--- src/t8co_pkg.sv ---
// Constants, register map and state type of the 8-bit timer compare block
// Contract
// - In non-PWM modes a force strobe write acts like a compare match.
// - Forced compare sets no flag, leaves counter alone, updates output per mode.
// - Counter write suppresses any compare match in the next timer tick.
// - Compare output keeps its value across waveform mode changes.
// - Output mode bits are unbuffered; new setting rules next match or force.
// - Nonzero output mode makes compare output replace port value on pin.
// - Pin direction stays with direction bit; compare output visible only as output.
// - Output mode zero leaves compare output unchanged at matches.
// - Counting depends only on waveform mode, never on output mode bits.
// - Waveform mode zero always increments, wrapping 0xFF to 0x00.
// - Normal mode sets overflow flag as counter becomes zero; only set.
// - Normal mode accepts counter writes at any time.
// - Waveform mode 2 clears counter after it equals compare value.
// - Clear-on-match compare writes are unbuffered; low value wraps via 0xFF first.
// - Clear-on-match mode raises compare flag each time counter reaches top.
// - Clear-on-match output mode 1 inverts compare output on every match.
// - Toggle frequency is clock over two times prescale times one plus compare.
// - Clear-on-match mode sets overflow flag on pass from maximum to 0x00.
// - Compare equality sets compare flag one timer clock later.
// - Counter maximum is 0xFF; zero is bottom.
// - Counter write wins over simultaneous clear or count.
// - Clock select zero stops counting; counter stays readable and writable.

package t8co_pkg;

   // ************************************************************
   // Register map (byte addresses)
   // ************************************************************
   localparam logic [4:0] ADDR_CONTROL = 5'h00;
   localparam logic [4:0] ADDR_COUNTER = 5'h04;
   localparam logic [4:0] ADDR_COMPARE = 5'h08;
   localparam logic [4:0] ADDR_FLAGS   = 5'h0C;
   localparam logic [4:0] ADDR_PORT    = 5'h10;

   // ************************************************************
   // Field positions
   // ************************************************************
   localparam int CTRL_WGM_LSB   = 0;
   localparam int CTRL_COM_LSB   = 4;
   localparam int CTRL_FORCE_BIT = 7;
   localparam int CTRL_CS_LSB    = 8;
   localparam int FLAG_OVF_BIT   = 0;
   localparam int FLAG_OCF_BIT   = 1;
   localparam int PORT_VAL_BIT   = 0;
   localparam int PORT_DIR_BIT   = 1;

   // ************************************************************
   // Encodings and values
   // ************************************************************
   localparam logic [1:0] WGM_NORMAL = 2'h0;
   localparam logic [1:0] WGM_PHASE  = 2'h1;
   localparam logic [1:0] WGM_CTC    = 2'h2;
   localparam logic [1:0] WGM_FAST   = 2'h3;
   localparam logic [1:0] COM_NONE   = 2'h0;
   localparam logic [1:0] COM_TOGGLE = 2'h1;
   localparam logic [1:0] COM_CLEAR  = 2'h2;
   localparam logic [1:0] COM_SET    = 2'h3;
   localparam logic [2:0] CS_STOP    = 3'h0;
   localparam logic [2:0] CS_DIV1    = 3'h1;
   localparam logic [7:0] CNT_MAX    = 8'hFF;
   localparam logic [7:0] CNT_BOTTOM = 8'h00;

   // Prescaler terminal counts (divide minus one)
   localparam logic [9:0] PRE_LAST_8    = 10'h007;
   localparam logic [9:0] PRE_LAST_32   = 10'h01F;
   localparam logic [9:0] PRE_LAST_64   = 10'h03F;
   localparam logic [9:0] PRE_LAST_128  = 10'h07F;
   localparam logic [9:0] PRE_LAST_256  = 10'h0FF;
   localparam logic [9:0] PRE_LAST_1024 = 10'h3FF;

   // ************************************************************
   // Block state
   // ************************************************************
   typedef struct packed {
      logic [1:0]  waveform_mode;
      logic [1:0]  compare_output_mode;
      logic [2:0]  clock_select;
      logic [7:0]  counter_value;
      logic [7:0]  compare_value;
      logic        overflow_flag;
      logic        compare_match_flag;
      logic        compare_output;
      logic        match_block;
      logic        port_value;
      logic        compare_pin_direction;
      logic [9:0]  prescale;
      logic        waitreq;
      logic [31:0] rdata;
      logic        pin_out;
      logic        pin_oe;
   } t8co_state_t;

endpackage : t8co_pkg

--- src/t8co_top.sv ---
// Timer compare unit with normal and clear-on-match modes behind an Avalon-MM slave
`timescale 1ns/10ps
`default_nettype none

module t8co_top (
   input  wire logic        REF_CLK,
   input  wire logic        SYS_RST,
   input  wire logic [4:0]  AVS_ADDRESS,
   input  wire logic        AVS_READ,
   input  wire logic        AVS_WRITE,
   input  wire logic [31:0] AVS_WRITEDATA,
   input  wire logic [3:0]  AVS_BYTEENABLE,
   output logic [31:0]      AVS_READDATA,
   output logic             AVS_WAITREQUEST,
   output logic             COMPARE_PIN_OUT,
   output logic             COMPARE_PIN_OE,
   output logic             OVERFLOW_FLAG,
   output logic             COMPARE_MATCH_FLAG
);

   // ************************************************************
   // State
   // ************************************************************
   t8co_pkg::t8co_state_t st_q;
   t8co_pkg::t8co_state_t st_d;

   // ************************************************************
   // Prescaler terminal count
   // ************************************************************
   function automatic logic [9:0] pre_last(input logic [2:0] cs);
      logic [9:0] r;
      r = 10'h000;
      unique case (cs)
         3'h2:    r = t8co_pkg::PRE_LAST_8;
         3'h3:    r = t8co_pkg::PRE_LAST_32;
         3'h4:    r = t8co_pkg::PRE_LAST_64;
         3'h5:    r = t8co_pkg::PRE_LAST_128;
         3'h6:    r = t8co_pkg::PRE_LAST_256;
         3'h7:    r = t8co_pkg::PRE_LAST_1024;
         default: r = 10'h000;
      endcase
      return r;
   endfunction : pre_last

   // ************************************************************
   // Compare output action
   // ************************************************************
   function automatic logic oc_action(input logic [1:0] com, input logic oc);
      logic r;
      r = oc;
      unique case (com)
         t8co_pkg::COM_NONE:   r = oc;
         t8co_pkg::COM_TOGGLE: r = ~oc;
         t8co_pkg::COM_CLEAR:  r = 1'b0;
         t8co_pkg::COM_SET:    r = 1'b1;
      endcase
      return r;
   endfunction : oc_action

   // ************************************************************
   // Next state
   // ************************************************************
   logic        tick;
   logic        match;
   logic        force_cmp;
   logic        wr;
   logic        wr_ctrl;
   logic        wr_cnt;
   logic        wr_cmp;
   logic        wr_flag;
   logic        wr_port;
   logic        non_pwm_now;
   logic        non_pwm_new;
   logic [31:0] rmux;

   always_comb begin
      st_d = st_q;
      wr      = AVS_WRITE && !st_q.waitreq;
      wr_ctrl = wr && (AVS_ADDRESS == t8co_pkg::ADDR_CONTROL);
      wr_cnt  = wr && (AVS_ADDRESS == t8co_pkg::ADDR_COUNTER) && AVS_BYTEENABLE[0];
      wr_cmp  = wr && (AVS_ADDRESS == t8co_pkg::ADDR_COMPARE) && AVS_BYTEENABLE[0];
      wr_flag = wr && (AVS_ADDRESS == t8co_pkg::ADDR_FLAGS) && AVS_BYTEENABLE[0];
      wr_port = wr && (AVS_ADDRESS == t8co_pkg::ADDR_PORT) && AVS_BYTEENABLE[0];

      // Timer clock enable
      tick = (st_q.clock_select == t8co_pkg::CS_DIV1) ||
             ((st_q.clock_select != t8co_pkg::CS_STOP) &&
              (st_q.prescale == pre_last(st_q.clock_select)));
      if (st_q.clock_select == t8co_pkg::CS_STOP) begin
         st_d.prescale = 10'h000;
      end else if (tick) begin
         st_d.prescale = 10'h000;
      end else begin
         st_d.prescale = st_q.prescale + 10'h001;
      end

      non_pwm_now = (st_q.waveform_mode == t8co_pkg::WGM_NORMAL) ||
                    (st_q.waveform_mode == t8co_pkg::WGM_CTC);
      non_pwm_new = (AVS_WRITEDATA[t8co_pkg::CTRL_WGM_LSB +: 2] == t8co_pkg::WGM_NORMAL) ||
                    (AVS_WRITEDATA[t8co_pkg::CTRL_WGM_LSB +: 2] == t8co_pkg::WGM_CTC);

      // Equality seen on a tick, unless a counter write blocks it
      match = tick && (st_q.counter_value == st_q.compare_value) && !st_q.match_block;
      if (tick) begin
         st_d.match_block = 1'b0;
      end

      // Counter: write first, then clear or count
      if (wr_cnt) begin
         st_d.counter_value = AVS_WRITEDATA[7:0];
         st_d.match_block   = 1'b1;
      end else if (tick) begin
         if ((st_q.waveform_mode == t8co_pkg::WGM_CTC) && match) begin
            st_d.counter_value = t8co_pkg::CNT_BOTTOM;
         end else begin
            st_d.counter_value = st_q.counter_value + 8'h01;
         end
      end

      // Flags: write one clears, hardware set wins
      if (wr_flag && AVS_WRITEDATA[t8co_pkg::FLAG_OVF_BIT]) begin
         st_d.overflow_flag = 1'b0;
      end
      if (wr_flag && AVS_WRITEDATA[t8co_pkg::FLAG_OCF_BIT]) begin
         st_d.compare_match_flag = 1'b0;
      end
      if (tick && !wr_cnt && (st_q.counter_value == t8co_pkg::CNT_MAX)) begin
         st_d.overflow_flag = 1'b1;
      end
      if (match) begin
         st_d.compare_match_flag = 1'b1;
      end

      // Compare value, unbuffered in these modes
      if (wr_cmp) begin
         st_d.compare_value = AVS_WRITEDATA[7:0];
      end

      // Control register; mode change leaves compare output alone
      force_cmp = 1'b0;
      if (wr_ctrl && AVS_BYTEENABLE[0]) begin
         st_d.waveform_mode       = AVS_WRITEDATA[t8co_pkg::CTRL_WGM_LSB +: 2];
         st_d.compare_output_mode = AVS_WRITEDATA[t8co_pkg::CTRL_COM_LSB +: 2];
         force_cmp = AVS_WRITEDATA[t8co_pkg::CTRL_FORCE_BIT] && non_pwm_new;
      end
      if (wr_ctrl && AVS_BYTEENABLE[1]) begin
         st_d.clock_select = AVS_WRITEDATA[t8co_pkg::CTRL_CS_LSB +: 3];
      end

      // Output action from a match or a force, with the newest mode bits
      if (force_cmp || (match && non_pwm_now)) begin
         st_d.compare_output = oc_action(st_d.compare_output_mode, st_q.compare_output);
      end

      if (wr_port) begin
         st_d.port_value            = AVS_WRITEDATA[t8co_pkg::PORT_VAL_BIT];
         st_d.compare_pin_direction = AVS_WRITEDATA[t8co_pkg::PORT_DIR_BIT];
      end

      // Pin override and direction
      st_d.pin_out = (st_d.compare_output_mode != t8co_pkg::COM_NONE) ?
                     st_d.compare_output : st_d.port_value;
      st_d.pin_oe  = st_d.compare_pin_direction;

      // Bus read mux
      rmux = 32'h0000_0000;
      unique case (AVS_ADDRESS)
         t8co_pkg::ADDR_CONTROL: begin
            rmux[t8co_pkg::CTRL_WGM_LSB +: 2] = st_q.waveform_mode;
            rmux[t8co_pkg::CTRL_COM_LSB +: 2] = st_q.compare_output_mode;
            rmux[t8co_pkg::CTRL_CS_LSB +: 3]  = st_q.clock_select;
         end
         t8co_pkg::ADDR_COUNTER: rmux[7:0] = st_q.counter_value;
         t8co_pkg::ADDR_COMPARE: rmux[7:0] = st_q.compare_value;
         t8co_pkg::ADDR_FLAGS: begin
            rmux[t8co_pkg::FLAG_OVF_BIT] = st_q.overflow_flag;
            rmux[t8co_pkg::FLAG_OCF_BIT] = st_q.compare_match_flag;
         end
         t8co_pkg::ADDR_PORT: begin
            rmux[t8co_pkg::PORT_VAL_BIT] = st_q.port_value;
            rmux[t8co_pkg::PORT_DIR_BIT] = st_q.compare_pin_direction;
         end
         default: rmux = 32'h0000_0000;
      endcase

      // One wait cycle per request
      if ((AVS_READ || AVS_WRITE) && st_q.waitreq) begin
         st_d.waitreq = 1'b0;
         st_d.rdata   = AVS_READ ? rmux : 32'h0000_0000;
      end else begin
         st_d.waitreq = 1'b1;
      end
   end

   // ************************************************************
   // Registers
   // ************************************************************
   always_ff @(posedge REF_CLK) begin
      if (SYS_RST) begin
         st_q         <= '0;
         st_q.waitreq <= 1'b1;
      end else begin
         st_q <= st_d;
      end
   end

   // ************************************************************
   // Outputs
   // ************************************************************
   assign AVS_READDATA       = st_q.rdata;
   assign AVS_WAITREQUEST    = st_q.waitreq;
   assign COMPARE_PIN_OUT    = st_q.pin_out;
   assign COMPARE_PIN_OE     = st_q.pin_oe;
   assign OVERFLOW_FLAG      = st_q.overflow_flag;
   assign COMPARE_MATCH_FLAG = st_q.compare_match_flag;

endmodule : t8co_top

`default_nettype wire

--- config.mk ---
export PLATFORM = sky130hd
export DESIGN_NAME = t8co_top
export DESIGN_NICKNAME = d
export VERILOG_FILES = /design/src/t8co_pkg.sv /design/src/t8co_top.sv
export SDC_FILE = /design/constraint.sdc
export NUM_CORES = 1
export LEC_CHECK = 0
export BUFFER_PORTS_ARGS = -buffer_cell sky130_fd_sc_hd__buf_4
export CORE_MARGIN = 5
export CORE_UTILIZATION = 53
export CTS_CLUSTER_SIZE = 8
export DETAILED_ROUTE_END_ITERATION = 8
export HOLD_SLACK_MARGIN = 0.03
export MAX_ROUTING_LAYER = met4
export PLACE_DENSITY = 0.81
export SLEW_MARGIN = 15
export SYNTH_ARGS = -nofsm -noshare
export SYNTH_HDL_FRONTEND = slang
export SYNTH_SLANG_ARGS = --single-unit
export TNS_END_PERCENT = 1
--- constraint.sdc ---
create_clock -name REF_CLK -period 2.2 [get_ports REF_CLK]
set_input_delay 0.44 -clock REF_CLK [delete_from_list [all_inputs] [get_ports REF_CLK]]
set_output_delay 0.44 -clock REF_CLK [all_outputs]
set_load 0.05 [all_outputs]
==> metrics.md <==
| Metric | Value |
|---|---|
| Status | completed |
| Max-cap viol count | 0 |
| Commonest non-fill, non-tap cell in the layout | nor2_1 |
| CTS Buf Count | 5 |
| Root Driver | clkbuf_8 |
| Asr flop ratio synth | 0 |
| Initial drt markers | 316 |
| Worst hold path depth | 3 |
| Skew final | 0.01011 ns |
| Endpoint, Worst Hold | st_q[53] |
| Register area share after synthesis | 0.3487 |
| Cells after Synth | 356 |
| Hold Path Class | in2reg |
| Worst EP arrival | 2.39 ns |
| Crit path capture type | register |
| I/O Buffers | 37 |
| Multi-input gate area | 0.001715 mm2 |
| Die Height | 85.05 um |
| Rows | 27 |
| Final layout net count | 441 |
| Crit Path Max Fanout | 6 |
| GR Overflow Total | 0 |
| Post-route minimum period | 2.158 ns |
| Slew Limit Fails | 0 |
| Setup Crit Path Kind | reg2reg |
| Number of fill cells in the layout | 454 |
| P per Cell Area | 526.7 mW/mm2 |
| Worst Hold Launch | AVS_WRITEDATA[2] |
| Setup-failing EPs final | 0 |
| Vias/cell | 5.578 |
| Syn avg cell area | 8.386 um2 |
| P_leak | 1.386 nW |
| CTS hold repair buffers | 0 |
| Post-route ant nets | 0 |
| Router iterations before antenna repair | 5 |
| FF-to-FF End | st_q[66] |
| Total detailed-routing wirelength | 7220 um |
| Avg WL per Cell | 15.46 um |
| Worst Tran Pin Value | 0.5768 ns |
| DIE WIDTH | 85.05 um |
| Max rail drop VDD | 262.2 uV |
| Drc violations | 0 |
| WP data required | 2.43 ns |
| Clk_lat worst skew | 0.32 ns |
| Area growth syn-to-layout | 14.88% |
| Vias in the first global route | 2338 |
| Relative slew margins | 0.6119 |
| Core area | 0.005507 mm2 |
| Clock sink count | 52 |
| Initial core utilization | 0.5421 |
| Clock-pin slew on the worst setup and hold paths | 0.10 ns |
| R2R cell count | 7 |
| Yosys warns | 0 |
| TritonCTS clock tree | done |
| Placed instance count | 455 |
| CP max stage cell | o41a_1 |
| Initial antenna violation count | 0 |
| Delay-heaviest family, CP | compound AO/OA/AOI/OAI gates |
| WP buf/inv | 1 |
| Share of layout cells above drive strength 1 | 0.2177 |
| Critical-path cell list | mux2_4 -> o32ai_2 -> o2111a_2 -> a21boi_4 -> buf_4 -> o41a_1 -> a211oi_1 |
| Final period util | 0.9810 |
| Tot GR Track Use | 0.1973 |
| Hpwl dp | 5121 um |
| Post-synth EDFFs | 0 |
| # diodes | 0 |
| Final Instance Count excl. Fillers | 467 |
| FF/Latch Area | 0.001044 mm2 |
| Slowest Stage Delay on Critical Path | 0.41 ns |
| Longest Clk Path Bufs | 2 |
| Yosys reg bits | 52 |
| Vias | 2605 |
| Die ar. | 0.007234 mm2 |
| Largest net degree at the start of global routing | 45 |
| Area after DPL | 0.003263 mm2 |
| Startpoint type of the worst setup path | register |
| Mapped Area | 0.002985 mm2 |
| Final RePlAce weighted congestion | 0.8702 |
| Max Clk Rate | 463.3 MHz |
| Ports | 82 |
| First-pass GRT wire length | 11350 um |
| R2R setup slack | 0.04 ns |
| Count of final hold-check violations | 0 |
| Distinct cells, synth | 60 |
| Most frequent cells in the layout | 62 x nor2_1, 59 x buf_4, 50 x dfxtp_1 |
| RSZ-0062 raised after global routing | yes |
| Htree depth | 2 |
| Top FF cell, synth | dfxtp_1 |
| Worst r2r src | st_q[68] |
| Final Cell Area | 0.003430 mm2 |
## cell families after synthesis
| kind of cell | count (synthesis) | synth area share |
|---|---|---|
| buffers and inverters | 55 | 0.1119 |
| XOR/XNOR | 16 | 0.04694 |
| AND/OR/NAND/NOR | 142 | 0.2393 |
| other | 1 | 0.001256 |
| AO/OA/AOI/OAI | 66 | 0.1681 |
| multiplexers | 22 | 0.07544 |
| flip-flops | 52 | 0.3487 |
| adder cells (fa/ha/maj) | 2 | 0.008381 |
## power by group
| part | switching (W) | internal (W) |
|---|---|---|
| combinational | 0.000149 | 0.0000479 |
| clock | 0.000325 | 0.000338 |
| sequential | 0.00000320 | 0.000943 |
## final cells by class
class                           instances  area share
Clock inverter                          2     0.01022
Tap cell                               72     0.02627
Multi-Input combinational cell        270      0.5002
Inverter                                5    0.005472
Clock buffer                            6     0.02116
Sequential cell                        52      0.3043
Timing Repair Buffer                   60      0.1324
## synthesized netlist by cell type (5+ instances only)
| cell type | instances | area, um2 |
|---|---|---|
| nor2_1 | 62 | 232.7 |
| dfxtp_1 | 52 | 1041 |
| buf_4 | 32 | 240.2 |
| mux2i_1 | 21 | 210.2 |
| nand2_1 | 19 | 71.32 |
| a22oi_1 | 13 | 97.59 |
| clkbuf_1 | 11 | 41.29 |
| a21oi_1 | 10 | 50.05 |
| xnor2_1 | 10 | 87.58 |
| nor3_1 | 8 | 40.04 |
| and3_1 | 7 | 43.79 |
| nand4_1 | 7 | 43.79 |
| nor2b_1 | 7 | 43.79 |
| o21ai_0 | 7 | 35.03 |
| xor2_1 | 6 | 52.55 |
| a311oi_1 | 5 | 43.79 |
| buf_2 | 5 | 25.02 |
| nand3_1 | 5 | 25.02 |
| o211ai_1 | 5 | 37.54 |
## sequential cells by signal, indices dropped and copies added (netlist names)
name                cells
OVERFLOW_FLAG           1
COMPARE_PIN_OE          1
AVS_READDATA           11
st_q                   36
COMPARE_MATCH_FLAG      1
COMPARE_PIN_OUT         1
AVS_WAITREQUEST         1
## worst min-delay path: stages
cell	delay (ns)
buf_4	0.08
mux2i_1	0.06
nor2_1	0.07
## metal layers
layer / GRT usage / vias to the layer above / wire length (um)
met4: 0.04317 / 0 / 110
li1: - / 1287 / -
met3: 0.03495 / 10 / 564
met1: 0.2793 / 1203 / 3244
met5: - / - / 0
met2: 0.2931 / 105 / 3301
## per-stage QoR
stage | setup WS (ns) | TNS (ns) | power (W) | util | hold WS [ns]
final | 0.04179 | 0 | 0.001806 | 0.6228 | 0.3617
after detailed placement | 0.0005449 | 0 | 0.001161 | 0.5926 | 0.4594
after global placement | 0.08921 | 0 | 0.001160 | 0.5926 | 0.4571
after global routing | -0.03564 | -0.09200 | 0.001875 | 0.6228 | 0.3799
after floorplan | 0.2005 | 0 | 0.001132 | - | 0.4365
after CTS | 0.02348 | 0 | 0.001806 | 0.6135 | 0.3688
## worst max-delay path by stage
stage               slack [ns]     start         endpoint  cells past startpoint
global route             -0.04  st_q[42]         st_q[65]                      6
detailed placement      0.0005  st_q[68]         st_q[66]                      7
global placement          0.09  st_q[68]         st_q[66]                      7
CTS                       0.02  st_q[68]         st_q[66]                      7
finish                    0.04  st_q[68]         st_q[66]                      7
floorplan                 0.20  st_q[65]  COMPARE_PIN_OUT                      6
## repair_timing
| action | 4_1_cts | 5_1_grt |
|---|---|---|
| gates resized for setup | 1 | 6 |
| cloned | 0 | 1 |
| endpoints found under the setup margin | 1 | 6 |
| pin swaps | 1 | 4 |
| buffers inserted | 0 | 3 |
(Power assumes the default switching activity.)
